### src/design/stn_consts.svh
// constants shared by both ends of the stereo tone generator link
`ifndef STN_CONSTS_SVH
`define STN_CONSTS_SVH

// slot addressing
`define STN_IO_BASE      16'hC080
`define STN_SLOT_DFLT    3'h4
`define STN_NUM_PORTS    3

// command byte fields
`define STN_CMD_BIT      7
`define STN_VOL_BIT      4
`define STN_CHAN_HI      6
`define STN_CHAN_LO      5
`define STN_NOISE_CHAN   2'h3

// host initialisation bytes
`define STN_INIT_MUTE0   8'h9F
`define STN_INIT_MUTE1   8'hBF
`define STN_INIT_MUTE2   8'hDF
`define STN_INIT_MUTE3   8'hFF
`define STN_INIT_MODE    8'hE7
`define STN_INIT_STEPS   3'h5

// timing
`define STN_CLK_HZ       40000000
`define STN_TONE_HZ      63920
`define STN_TICK_CYC     ((`STN_CLK_HZ) / (2 * `STN_TONE_HZ))
`define STN_WR_GAP_CYC   18

// host register offsets and fields
`define STN_REG_CMD      4'h0
`define STN_REG_CTRL     4'h4
`define STN_REG_STATUS   4'h8
`define STN_RESP_OKAY    2'h0
`define STN_RESP_SLVERR  2'h2

`endif

### src/design/stn_pkg.sv
// types shared by both ends of the stereo tone generator link
`default_nettype none
`include "stn_consts.svh"
package stn_pkg;

    typedef struct packed {
        logic [3:0][3:0] att_new;
        logic [3:0][3:0] att_act;
        logic [2:0][9:0] div_new;
        logic [2:0][9:0] div_act;
        logic [2:0][9:0] cnt;
        logic [2:0]      tone;
        logic [14:0]     lfsr;
        logic [1:0]      sel;
        logic            mode_set;
        logic [9:0]      audio;
    } stn_port_t;

    typedef struct packed {
        logic [8:0]            pre;
        logic                  tick;
        stn_port_t [2:0]       port;
    } stn_card_t;

    typedef enum logic [1:0] {
        ENG_IDLE,
        ENG_INIT,
        ENG_GAP
    } stn_eng_t;

    typedef struct packed {
        logic            aw_done;
        logic [3:0]      aw_addr;
        logic            w_done;
        logic [31:0]     wdata;
        logic            bvalid;
        logic [1:0]      bresp;
        logic            rvalid;
        logic [1:0]      rresp;
        logic [31:0]     rdata;
        logic            cmd_pend;
        logic [1:0]      cmd_port;
        logic [7:0]      cmd_byte;
        logic            init_run;
        logic            init_done;
        logic [1:0]      init_port;
        logic [2:0]      init_step;
        stn_eng_t        eng;
        logic [7:0]      gap;
        logic [15:0]     bus_addr;
        logic [7:0]      bus_wdata;
        logic            bus_wr;
    } stn_host_t;

    function automatic logic [15:0] stn_port_addr(input logic [2:0] slot,
                                                  input logic [1:0] p);
        stn_port_addr = 16'(`STN_IO_BASE + {9'h000, slot, 4'h0} + {14'h0000, p});
    endfunction

endpackage
`default_nettype wire

### src/design/stn_bus_if.sv
// expansion slot write bus between host and tone card
`timescale 1ns/1ps
`default_nettype none
interface stn_bus_if;
    logic [15:0] bus_addr;
    logic [7:0]  bus_wdata;
    logic        bus_wr;
    logic        bus_rd;

    modport host (
        output bus_addr,
        output bus_wdata,
        output bus_wr,
        output bus_rd
    );

    modport card (
        input  bus_addr,
        input  bus_wdata,
        input  bus_wr,
        input  bus_rd
    );
endinterface
`default_nettype wire

### src/design/stn_host.sv
// host end: AXI4-Lite command registers driving the card bus
`timescale 1ns/1ps
`default_nettype none
`include "stn_consts.svh"
module stn_host #(
    parameter logic [2:0] SLOT   = `STN_SLOT_DFLT,
    parameter int         GAP    = `STN_WR_GAP_CYC
) (
    // clock and reset
    input  wire logic            aclk,
    input  wire logic            aresetn,
    // axi write address
    input  wire logic [3:0]      s_axi_awaddr,
    input  wire logic            s_axi_awvalid,
    output logic                 s_axi_awready,
    // axi write data
    input  wire logic [31:0]     s_axi_wdata,
    input  wire logic [3:0]      s_axi_wstrb,
    input  wire logic            s_axi_wvalid,
    output logic                 s_axi_wready,
    // axi write response
    output logic [1:0]           s_axi_bresp,
    output logic                 s_axi_bvalid,
    input  wire logic            s_axi_bready,
    // axi read
    input  wire logic [3:0]      s_axi_araddr,
    input  wire logic            s_axi_arvalid,
    output logic                 s_axi_arready,
    output logic [31:0]          s_axi_rdata,
    output logic [1:0]           s_axi_rresp,
    output logic                 s_axi_rvalid,
    input  wire logic            s_axi_rready,
    // card bus
    stn_bus_if.host              bus
);

    stn_pkg::stn_host_t st_reg;
    stn_pkg::stn_host_t st_next;
    logic               busy;

    assign busy          = (st_reg.eng != stn_pkg::ENG_IDLE) || st_reg.cmd_pend;
    assign s_axi_awready = !st_reg.aw_done && !st_reg.bvalid;
    assign s_axi_wready  = !st_reg.w_done && !st_reg.bvalid;
    assign s_axi_arready = !st_reg.rvalid;

    always_comb begin
        logic [7:0] ib;
        ib = `STN_INIT_MUTE0;
        st_next = st_reg;
        st_next.bus_wr = 1'b0;
        if (st_reg.bvalid && s_axi_bready) st_next.bvalid = 1'b0;
        if (st_reg.rvalid && s_axi_rready) st_next.rvalid = 1'b0;
        if (s_axi_awvalid && s_axi_awready) begin
            st_next.aw_done = 1'b1;
            st_next.aw_addr = s_axi_awaddr;
        end
        if (s_axi_wvalid && s_axi_wready) begin
            st_next.w_done = 1'b1;
            st_next.wdata  = s_axi_wdata;
        end
        // register writes once address and data are both in
        if (st_reg.aw_done && st_reg.w_done) begin
            st_next.aw_done = 1'b0;
            st_next.w_done  = 1'b0;
            st_next.bvalid  = 1'b1;
            st_next.bresp   = `STN_RESP_OKAY;
            case (st_reg.aw_addr)
                `STN_REG_CMD: begin
                    if (busy || st_reg.wdata[9:8] == 2'h3) begin
                        st_next.bresp = `STN_RESP_SLVERR;
                    end else begin
                        st_next.cmd_pend = 1'b1;
                        st_next.cmd_port = st_reg.wdata[9:8];
                        st_next.cmd_byte = st_reg.wdata[7:0];
                    end
                end
                `STN_REG_CTRL: begin
                    if (busy) begin
                        st_next.bresp = `STN_RESP_SLVERR;
                    end else if (st_reg.wdata[0]) begin
                        st_next.init_run  = 1'b1;
                        st_next.init_done = 1'b0;
                        st_next.init_port = 2'h0;
                        st_next.init_step = 3'h0;
                        st_next.eng       = stn_pkg::ENG_INIT;
                    end
                end
                default: st_next.bresp = `STN_RESP_SLVERR;
            endcase
        end
        if (s_axi_arvalid && s_axi_arready) begin
            st_next.rvalid = 1'b1;
            st_next.rresp  = `STN_RESP_OKAY;
            case (s_axi_araddr)
                `STN_REG_CMD:    st_next.rdata = {22'h000000, st_reg.cmd_port, st_reg.cmd_byte};
                `STN_REG_CTRL:   st_next.rdata = 32'h00000000;
                `STN_REG_STATUS: st_next.rdata = {30'h00000000, st_reg.init_done, busy};
                default: begin
                    st_next.rdata = 32'h00000000;
                    st_next.rresp = `STN_RESP_SLVERR;
                end
            endcase
        end
        // card write engine
        case (st_reg.eng)
            stn_pkg::ENG_IDLE: begin
                // one byte at a time, in order
                if (st_reg.cmd_pend) begin
                    st_next.cmd_pend  = 1'b0;
                    st_next.bus_addr  = stn_pkg::stn_port_addr(SLOT, st_reg.cmd_port);
                    st_next.bus_wdata = st_reg.cmd_byte;
                    st_next.bus_wr    = 1'b1;
                    st_next.gap       = 8'(GAP - 2);
                    st_next.eng       = stn_pkg::ENG_GAP;
                end
            end
            stn_pkg::ENG_INIT: begin
                case (st_reg.init_step)
                    3'h0:    ib = `STN_INIT_MUTE0;
                    3'h1:    ib = `STN_INIT_MUTE1;
                    3'h2:    ib = `STN_INIT_MUTE2;
                    3'h3:    ib = `STN_INIT_MUTE3;
                    default: ib = `STN_INIT_MODE;
                endcase
                st_next.bus_addr  = stn_pkg::stn_port_addr(SLOT, st_reg.init_port);
                st_next.bus_wdata = ib;
                st_next.bus_wr    = 1'b1;
                st_next.gap       = 8'(GAP - 2);
                st_next.eng       = stn_pkg::ENG_GAP;
                if (st_reg.init_step == 3'(`STN_INIT_STEPS - 1)) begin
                    st_next.init_step = 3'h0;
                    if (st_reg.init_port == 2'(`STN_NUM_PORTS - 1)) begin
                        st_next.init_run  = 1'b0;
                        st_next.init_done = 1'b1;
                    end else begin
                        st_next.init_port = 2'(st_reg.init_port + 2'h1);
                    end
                end else begin
                    st_next.init_step = 3'(st_reg.init_step + 3'h1);
                end
            end
            stn_pkg::ENG_GAP: begin
                if (st_reg.gap == 8'h00) begin
                    st_next.eng = st_reg.init_run ? stn_pkg::ENG_INIT : stn_pkg::ENG_IDLE;
                end else begin
                    st_next.gap = 8'(st_reg.gap - 8'h01);
                end
            end
            default: st_next.eng = stn_pkg::ENG_IDLE;
        endcase
    end

    always_ff @(posedge aclk) begin
        if (!aresetn) begin
            st_reg <= '0;
        end else begin
            st_reg <= st_next;
        end
    end

    assign s_axi_bresp   = st_reg.bresp;
    assign s_axi_bvalid  = st_reg.bvalid;
    assign s_axi_rdata   = st_reg.rdata;
    assign s_axi_rresp   = st_reg.rresp;
    assign s_axi_rvalid  = st_reg.rvalid;
    assign bus.bus_addr  = st_reg.bus_addr;
    assign bus.bus_wdata = st_reg.bus_wdata;
    assign bus.bus_wr    = st_reg.bus_wr;
    assign bus.bus_rd    = 1'b0;

endmodule
`default_nettype wire

### src/flat_wrapper.sv
// flat-port wrapper written by rule: the top's interface ports become plain ports
module stn_host_flat 
#(
    parameter logic [2:0] SLOT   = `STN_SLOT_DFLT,
    parameter int         GAP    = `STN_WR_GAP_CYC
)
  (aclk, aresetn, s_axi_awaddr, s_axi_awvalid, s_axi_awready, s_axi_wdata, s_axi_wstrb, s_axi_wvalid, s_axi_wready, s_axi_bresp, s_axi_bvalid, s_axi_bready, s_axi_araddr, s_axi_arvalid, s_axi_arready, s_axi_rdata, s_axi_rresp, s_axi_rvalid, s_axi_rready, bus_bus_addr, bus_bus_wdata, bus_bus_wr, bus_bus_rd);
  stn_bus_if bus_i ();
  input  wire logic aclk;
  input  wire logic aresetn;
  input  wire logic [3:0] s_axi_awaddr;
  input  wire logic s_axi_awvalid;
  output logic s_axi_awready;
  input  wire logic [31:0] s_axi_wdata;
  input  wire logic [3:0] s_axi_wstrb;
  input  wire logic s_axi_wvalid;
  output logic s_axi_wready;
  output logic [1:0] s_axi_bresp;
  output logic s_axi_bvalid;
  input  wire logic s_axi_bready;
  input  wire logic [3:0] s_axi_araddr;
  input  wire logic s_axi_arvalid;
  output logic s_axi_arready;
  output logic [31:0] s_axi_rdata;
  output logic [1:0] s_axi_rresp;
  output logic s_axi_rvalid;
  input  wire logic s_axi_rready;
  output wire logic [$bits(bus_i.bus_addr)-1:0] bus_bus_addr;
  output wire logic [$bits(bus_i.bus_wdata)-1:0] bus_bus_wdata;
  output wire logic [$bits(bus_i.bus_wr)-1:0] bus_bus_wr;
  output wire logic [$bits(bus_i.bus_rd)-1:0] bus_bus_rd;
  assign bus_bus_addr = bus_i.bus_addr;
  assign bus_bus_wdata = bus_i.bus_wdata;
  assign bus_bus_wr = bus_i.bus_wr;
  assign bus_bus_rd = bus_i.bus_rd;
  stn_host #(.SLOT(SLOT), .GAP(GAP)) u_core (.aclk(aclk), .aresetn(aresetn), .s_axi_awaddr(s_axi_awaddr), .s_axi_awvalid(s_axi_awvalid), .s_axi_awready(s_axi_awready), .s_axi_wdata(s_axi_wdata), .s_axi_wstrb(s_axi_wstrb), .s_axi_wvalid(s_axi_wvalid), .s_axi_wready(s_axi_wready), .s_axi_bresp(s_axi_bresp), .s_axi_bvalid(s_axi_bvalid), .s_axi_bready(s_axi_bready), .s_axi_araddr(s_axi_araddr), .s_axi_arvalid(s_axi_arvalid), .s_axi_arready(s_axi_arready), .s_axi_rdata(s_axi_rdata), .s_axi_rresp(s_axi_rresp), .s_axi_rvalid(s_axi_rvalid), .s_axi_rready(s_axi_rready), .bus(bus_i));
endmodule
### config.mk
export PLATFORM = sky130hd
export DESIGN_NAME = stn_host_flat
export DESIGN_NICKNAME = d
export VERILOG_FILES = /design/src/design/stn_pkg.sv /design/src/design/stn_bus_if.sv /design/src/design/stn_host.sv /design/src/flat_wrapper.sv
export VERILOG_INCLUDE_DIRS = /design/src /design/src/design
export SDC_FILE = /design/constraint.sdc
export NUM_CORES = 1
export LEC_CHECK = 0
export ABC_CLOCK_PERIOD_IN_PS = 2050
export BUFFER_PORTS_ARGS = -buffer_cell sky130_fd_sc_hd__buf_2
export CAP_MARGIN = 10
export CORE_MARGIN = 2
export CORE_UTILIZATION = 46
export CTS_CLUSTER_SIZE = 14
export DETAILED_ROUTE_END_ITERATION = 8
export GPL_TIMING_DRIVEN = 0
export HOLD_SLACK_MARGIN = 0.03
export MAX_ROUTING_LAYER = met4
export PLACE_DENSITY = 0.79
export SLEW_MARGIN = 20
export SYNTH_ARGS = -nofsm -noshare
export SYNTH_HDL_FRONTEND = slang
export SYNTH_SLANG_ARGS = --single-unit
### constraint.sdc
create_clock -name aclk -period 2.05 [get_ports aclk]
set_input_delay 0.1025 -clock aclk [delete_from_list [all_inputs] [get_ports aclk]]
set_output_delay 0.1025 -clock aclk [all_outputs]
set_load 0.01 [all_outputs]
; Word-level counts from Yosys, hierarchy flattened
; Cells that the tools add are included.
[totals]
in_bits = 51
output_inout_bits = 67
register_bits = 107
word_cells = 105
[classes]
muxes = 30
n_reduce_logical = 33
n_addsub = 5
bitwise_logic = 2
eq_ne = 14
[ops]
columns = cell, n
row1 = two-way mux 35 bit, 2
row2 = one-hot mux 25 bit (2 select lines), 1
row3 = "adder 15 x 3 -> 16 bit, first input constant", 2
row4 = one-hot mux 7 bit (4 select lines), 1
row5 = two-way mux 9 bit, 3
row6 = one-hot mux 8 bit (3 select lines), 1
row7 = two-way mux 11 bit, 2
row8 = two-way mux 20 bit, 1
row9 = one-hot mux 10 bit (2 select lines), 1
row10 = nonzero test 2 bit, 7
row11 = two-way mux 2 bit, 6
row12 = "== test 4 x 3 -> 1 bit, second input constant", 2
row13 = logical AND 1 bit, 8
row14 = zero test 4 bit, 2
row15 = zero test 8 bit, 1
row16 = two-way mux 8 bit, 1
row17 = "subtractor 8 x 1 -> 8 bit, second input constant", 1
row18 = two-way mux 7 bit, 1
row19 = "== test 2 bit, second input constant", 3
row20 = "== test 3 x 2 -> 1 bit, second input constant", 2
row21 = two-way mux 3 bit, 2
row22 = one-hot mux 2 bit (3 select lines), 1
row23 = AND reduction 3 bit, 2
row24 = two-way mux 1 bit, 5
row25 = other kinds (20), 26

; Depth between registers and ports, before layout
[depth]
word_depth = 9
depth_mapped = 7
ltp_nobuf = 6

; Least setup slack after synthesis
; Ideal clock, no wire load.
[synth_timing]
path_kind = register to register
start = register u_core.st_reg[33] in the netlist's numbering
end = register u_core.st_reg[28] in the netlist's numbering
synth_period_minus_slack_ns = 1.927
setup_time_ns = 0.070
arrival_ns = 1.857
required_ns = 1.980
setup_slack_ns = 0.123
path_stages_with_launch = 8
n_path_buf = 1
path_cell_list = dfxtp_1 > inv_1 > ha_1 > nor2b_1 > clkbuf_1 > nor3_1 > or4b_2 > a21oi_1
[synth_between]
elab_chain_len = 3
elab_cells_between_ends = 8
classes_between = 4 x eq/ne / 1 x mux / 3 x reduce/logical
[synth_lines]
columns = item, line
row1 = start: declaration, stn_host.sv:37  ; stn_pkg::stn_host_t st_reg;
row2 = start signal: assignment, stn_host.sv:157  ; st_reg <= st_next;
row3 = "== test 2 bit, or another cell as far along", stn_host.sv:105  ; case (st_reg.eng)
row4 = "!= test 2 bit (no line), or another cell as far along", -
row5 = AND reduction 3 bit (no line), -
; Several ways; a longest one is shown, not always the timed one.
; A chain may end at the register's enable or synchronous reset.

; Worst setup path after layout
[layout_timing]
start = register u_core.st_reg[28] in the netlist's numbering
end = register u_core.st_reg[33] in the netlist's numbering
[layout_between]
elab_chain_len = 3
[layout_lines]
columns = item, line
row1 = zero test 8 bit, stn_host.sv:143  ; if (st_reg.gap == 8'h00) begin
row2 = two-way mux 2 bit, stn_host.sv:143
row3 = one-hot mux 2 bit (3 select lines), stn_host.sv:105
; No other way between the ends.

==> results.md <==
* Outcome: finished clean
* Initial DRC count at around 160
* Hold Path Depth at 4
* Vias in the first global route at 2925
* H-tree Lvls at 3
* Placer Congestion at 0.883
* RSZ-0062 raised after global routing: false
* Layout cell share with drive strength beyond 1 at between 20% and 30%
* Fin. max-slew vios at 0
* Critical hold path startpoint: s_axi_wvalid
* Hold Path Class: in -> reg
* Final Cell Area at 4460 µm²
* Worst r2r src: u_core.st_reg[28]
* Area grow syn2layout at 27.5%
* Min Hold Slack at 0.0600 ns
* Fill cell count at 645
* Slew margin rel. at 41.7%
* F_max at 0.509 GHz
* Most used DFF post-synth: dfxtp_1
* Post-route insts no fill at 627
* Global-route wire length before repair at 13.3 mm
* Gr usage total at 20.3%
* Max FFs per register at 44
* Final setup fails at 0
* Yosys cell types at 51
* Overall power at 2.98 mW
* Pwr dens at between 600 and 700 nW/µm²
* Number of vias per cell at 4.87
* I/O pin cnt at 118
* Worst R2R End: u_core.st_reg[33]
* Cell taking the most area after synthesis: dfxtp_1
* Routed wire per std cell at roughly 12 µm
* Critical Path Source Type: register
* Clock-pin slew on the worst setup and hold paths at around 0.070 ns
* Dpl hpwl at 5.78 mm
* Mux cell area share after synthesis at 4.29%
* Critical Path Slowest Stage Cell: o41ai_1
* Hold path endpoint: u_core.st_reg[100]
* Final Cycle Share at 95.8%
* Routed vias at 3056
* CTS max path bufs at 2
* Xor and xnor area share after synthesis at less than 1%
* GRT overflow at 0
* Slowest stage delay, CP at 0.59 ns
* Placed cell area at 4030 µm²
* Seq/Total Area, Yosys at 40.1%
* Async S/R FF share, synth at 0%
* Drt first pass iters at 4
* Row count at 31
* Syn Inst Count at 403
* # port buffers at 56
* Antenna violations before repair at 0
* Root buffer cell: clkbuf_8
* Drt drc at 0
* Clock Skew at just under 0.005 ns
* Die width at 91.2 µm
* Core area at 7290 µm²
* Adder-cell share of the synthesized area at under 10%
* Worst vdd ir at between 0.4 and 0.5 mV
* Seq cells post-synth at 70
* Synthesized area at roughly 3500 µm²
* Post-placement cell count at 592
* Synth Area in Simple Gates at about a fifth
* Synth top area share at 40.1%
* Post-synth EDFFs at 0
* Worst-path cell chain: or4_4, o41ai_1, a221o_1, o31ai_1
* Worst path required time at between 2 and 2.5 ns
* Largest net degree at the start of global routing at 14
* Mapped Avg Cell Area at 8.68 µm²
* Critical path endpoint category: register
* Critical Path AT at 2.20 ns
* Main area contributors after synthesis: dfxtp_1, buf_4, a21oi_1
* CTS sink count at 70
* Final hold violation count at 0
* Worst-margin pin slew at approximately 0.87 ns
* N_diodes at 0
* Fin crit period at 1.96 ns
* Synth warn at 0
* Finished Core Util at 61.2%
* Die Area at 8320 µm²
* CTS Buf Count at 9
* TritonCTS clock tree: built
* Clock Latency Late Sink at about 0.35 ns
* NumNets Final at about 600
* Critical path launch point: u_core.st_reg[28]
* Leak pwr at 2.09 nW
* Worst-path maximum fanout at 6
* Compound-Gate Fraction of Synth Area at 15.8%
* Final wirelength at 7.80 mm
* Largest family of logic cells by synthesized area: simple AND/OR/NAND/NOR gates
* Max-cap viol count at 0
* Antenna-violating nets left at 0
* Reg-to-reg slack, setup at 0.09 ns
* FF-to-FF path depth at 4
* Starting Density at 48.0%
* Die height at 91.2 µm
* Setup CP Type: reg -> reg
-- how the worst max path moves through the flow --
stage / to / cells past startpoint
final: u_core.st_reg[33] / 4
after global routing: u_core.st_reg[28] / 6
after CTS: u_core.st_reg[28] / 6
after detailed placement: u_core.st_reg[28] / 7
after global placement: u_core.st_reg[28] / 7
after floorplan: u_core.st_reg[28] / 7
-- where the power goes --
| part | leakage [nW] | internal (mW) | switching [mW] | total, mW |
|---|---|---|---|---|
| logic | 1.42 | 0.195 | 0.197 | 0.392 |
| clock network | 0.103 | 0.603 | 0.545 | 1.15 |
| registers | 0.568 | 1.40 | 0.0343 | 1.44 |
| total | 2.09 | 2.20 | 0.776 | 2.98 |
-- critical path, delay by kind of cell (launching register included) --
family / cells / cell delay, ns
flip-flops: 1 / 0.34
AO/OA/AOI/OAI: 3 / 0.95
AND/OR/NAND/NOR: 1 / 0.57
-- cell type report --
| cell class | count | area [µm²] | area share, % |
|---|---|---|---|
| plain buffers | 77 | 522 | 11.7 |
| inverters | 12 | 45.0 | 1.01 |
| clock buffers | 10 | 138 | 3.09 |
| flip-flops and latches | 70 | 1400 | 31.5 |
| clock inverters | 6 | 68.8 | 1.54 |
| multi-input cells | 277 | 1680 | 37.7 |
| well taps | 99 | 124 | 2.78 |
| repair buffers | 76 | 478 | 10.7 |
-- cell families after synthesis --
logic type | count (synthesis)
muxes | 15
DFF | 70
AOI/OAI and AO/OA | 83
adders and majority gates | 11
other | 1
buffers and inverters | 90
xor gates and xnor gates | 1
and+or+nand+nor | 132
-- cells in the final DEF (no fill, tap or decap), types with 5 or more instances in the layout --
cell	synthesis	final
nor3_1	7	6
clkbuf_8	0	10
a21oi_1	33	33
o21ai_0	8	8
conb_1	1	35
a22oi_1	9	9
ha_1	11	10
nor2b_1	14	13
inv_1	11	11
dfxtp_1	70	69
nand2b_1	9	9
o41ai_1	5	5
clkbuf_1	14	13
nand3_1	9	9
dlygate4sd3_1	0	19
nand2_1	31	31
a21boi_0	6	6
buf_2	3	59
buf_4	61	62
mux2i_1	15	15
nor2_1	37	36
-- per-stage QoR --
step | setup slack (ns) | setup TNS, ns
final | 0.0855 | 0
after global routing | 0.0131 | 0
after CTS | 0.0454 | 0
after detailed placement | -0.193 | -0.887
after global placement | -0.157 | -0.387
after floorplan | 0.123 | 0
-- what timing repair did --
item | in CTS | in global routing
resized for setup | 4 | 4
endpoints found under the setup margin | 19 | 8
buffers inserted | 1 | 0
hold buffers | 19 | 0
hold endpoints to repair | 17 | 0
pin swaps | 1 | 1
-- synth_stat cells, types with 3 or more instances --
master    instances
o41ai_1           5
a21boi_0          6
ha_1             11
nand3b_1          3
nor3_1            7
dfxtp_1          70
o21ai_0           8
buf_4            61
nor2b_1          14
nor2_1           37
inv_1            11
mux2i_1          15
a21oi_1          33
o22ai_1           3
nand2_1          31
a22oi_1           9
clkbuf_1         14
buf_2             3
nand3_1           9
and2_1            4
nand2b_1          9
-- metal layers --
metal	up-vias	share of wire (%)	global-route usage, %
met2	89	49	34.7
met4	0	2.2	7.70
met5	-	0	-
li1	1539	-	-
met3	16	4.6	4.15
met1	1412	44	23.6
Note: power is estimated with default switching activity, not from simulation.
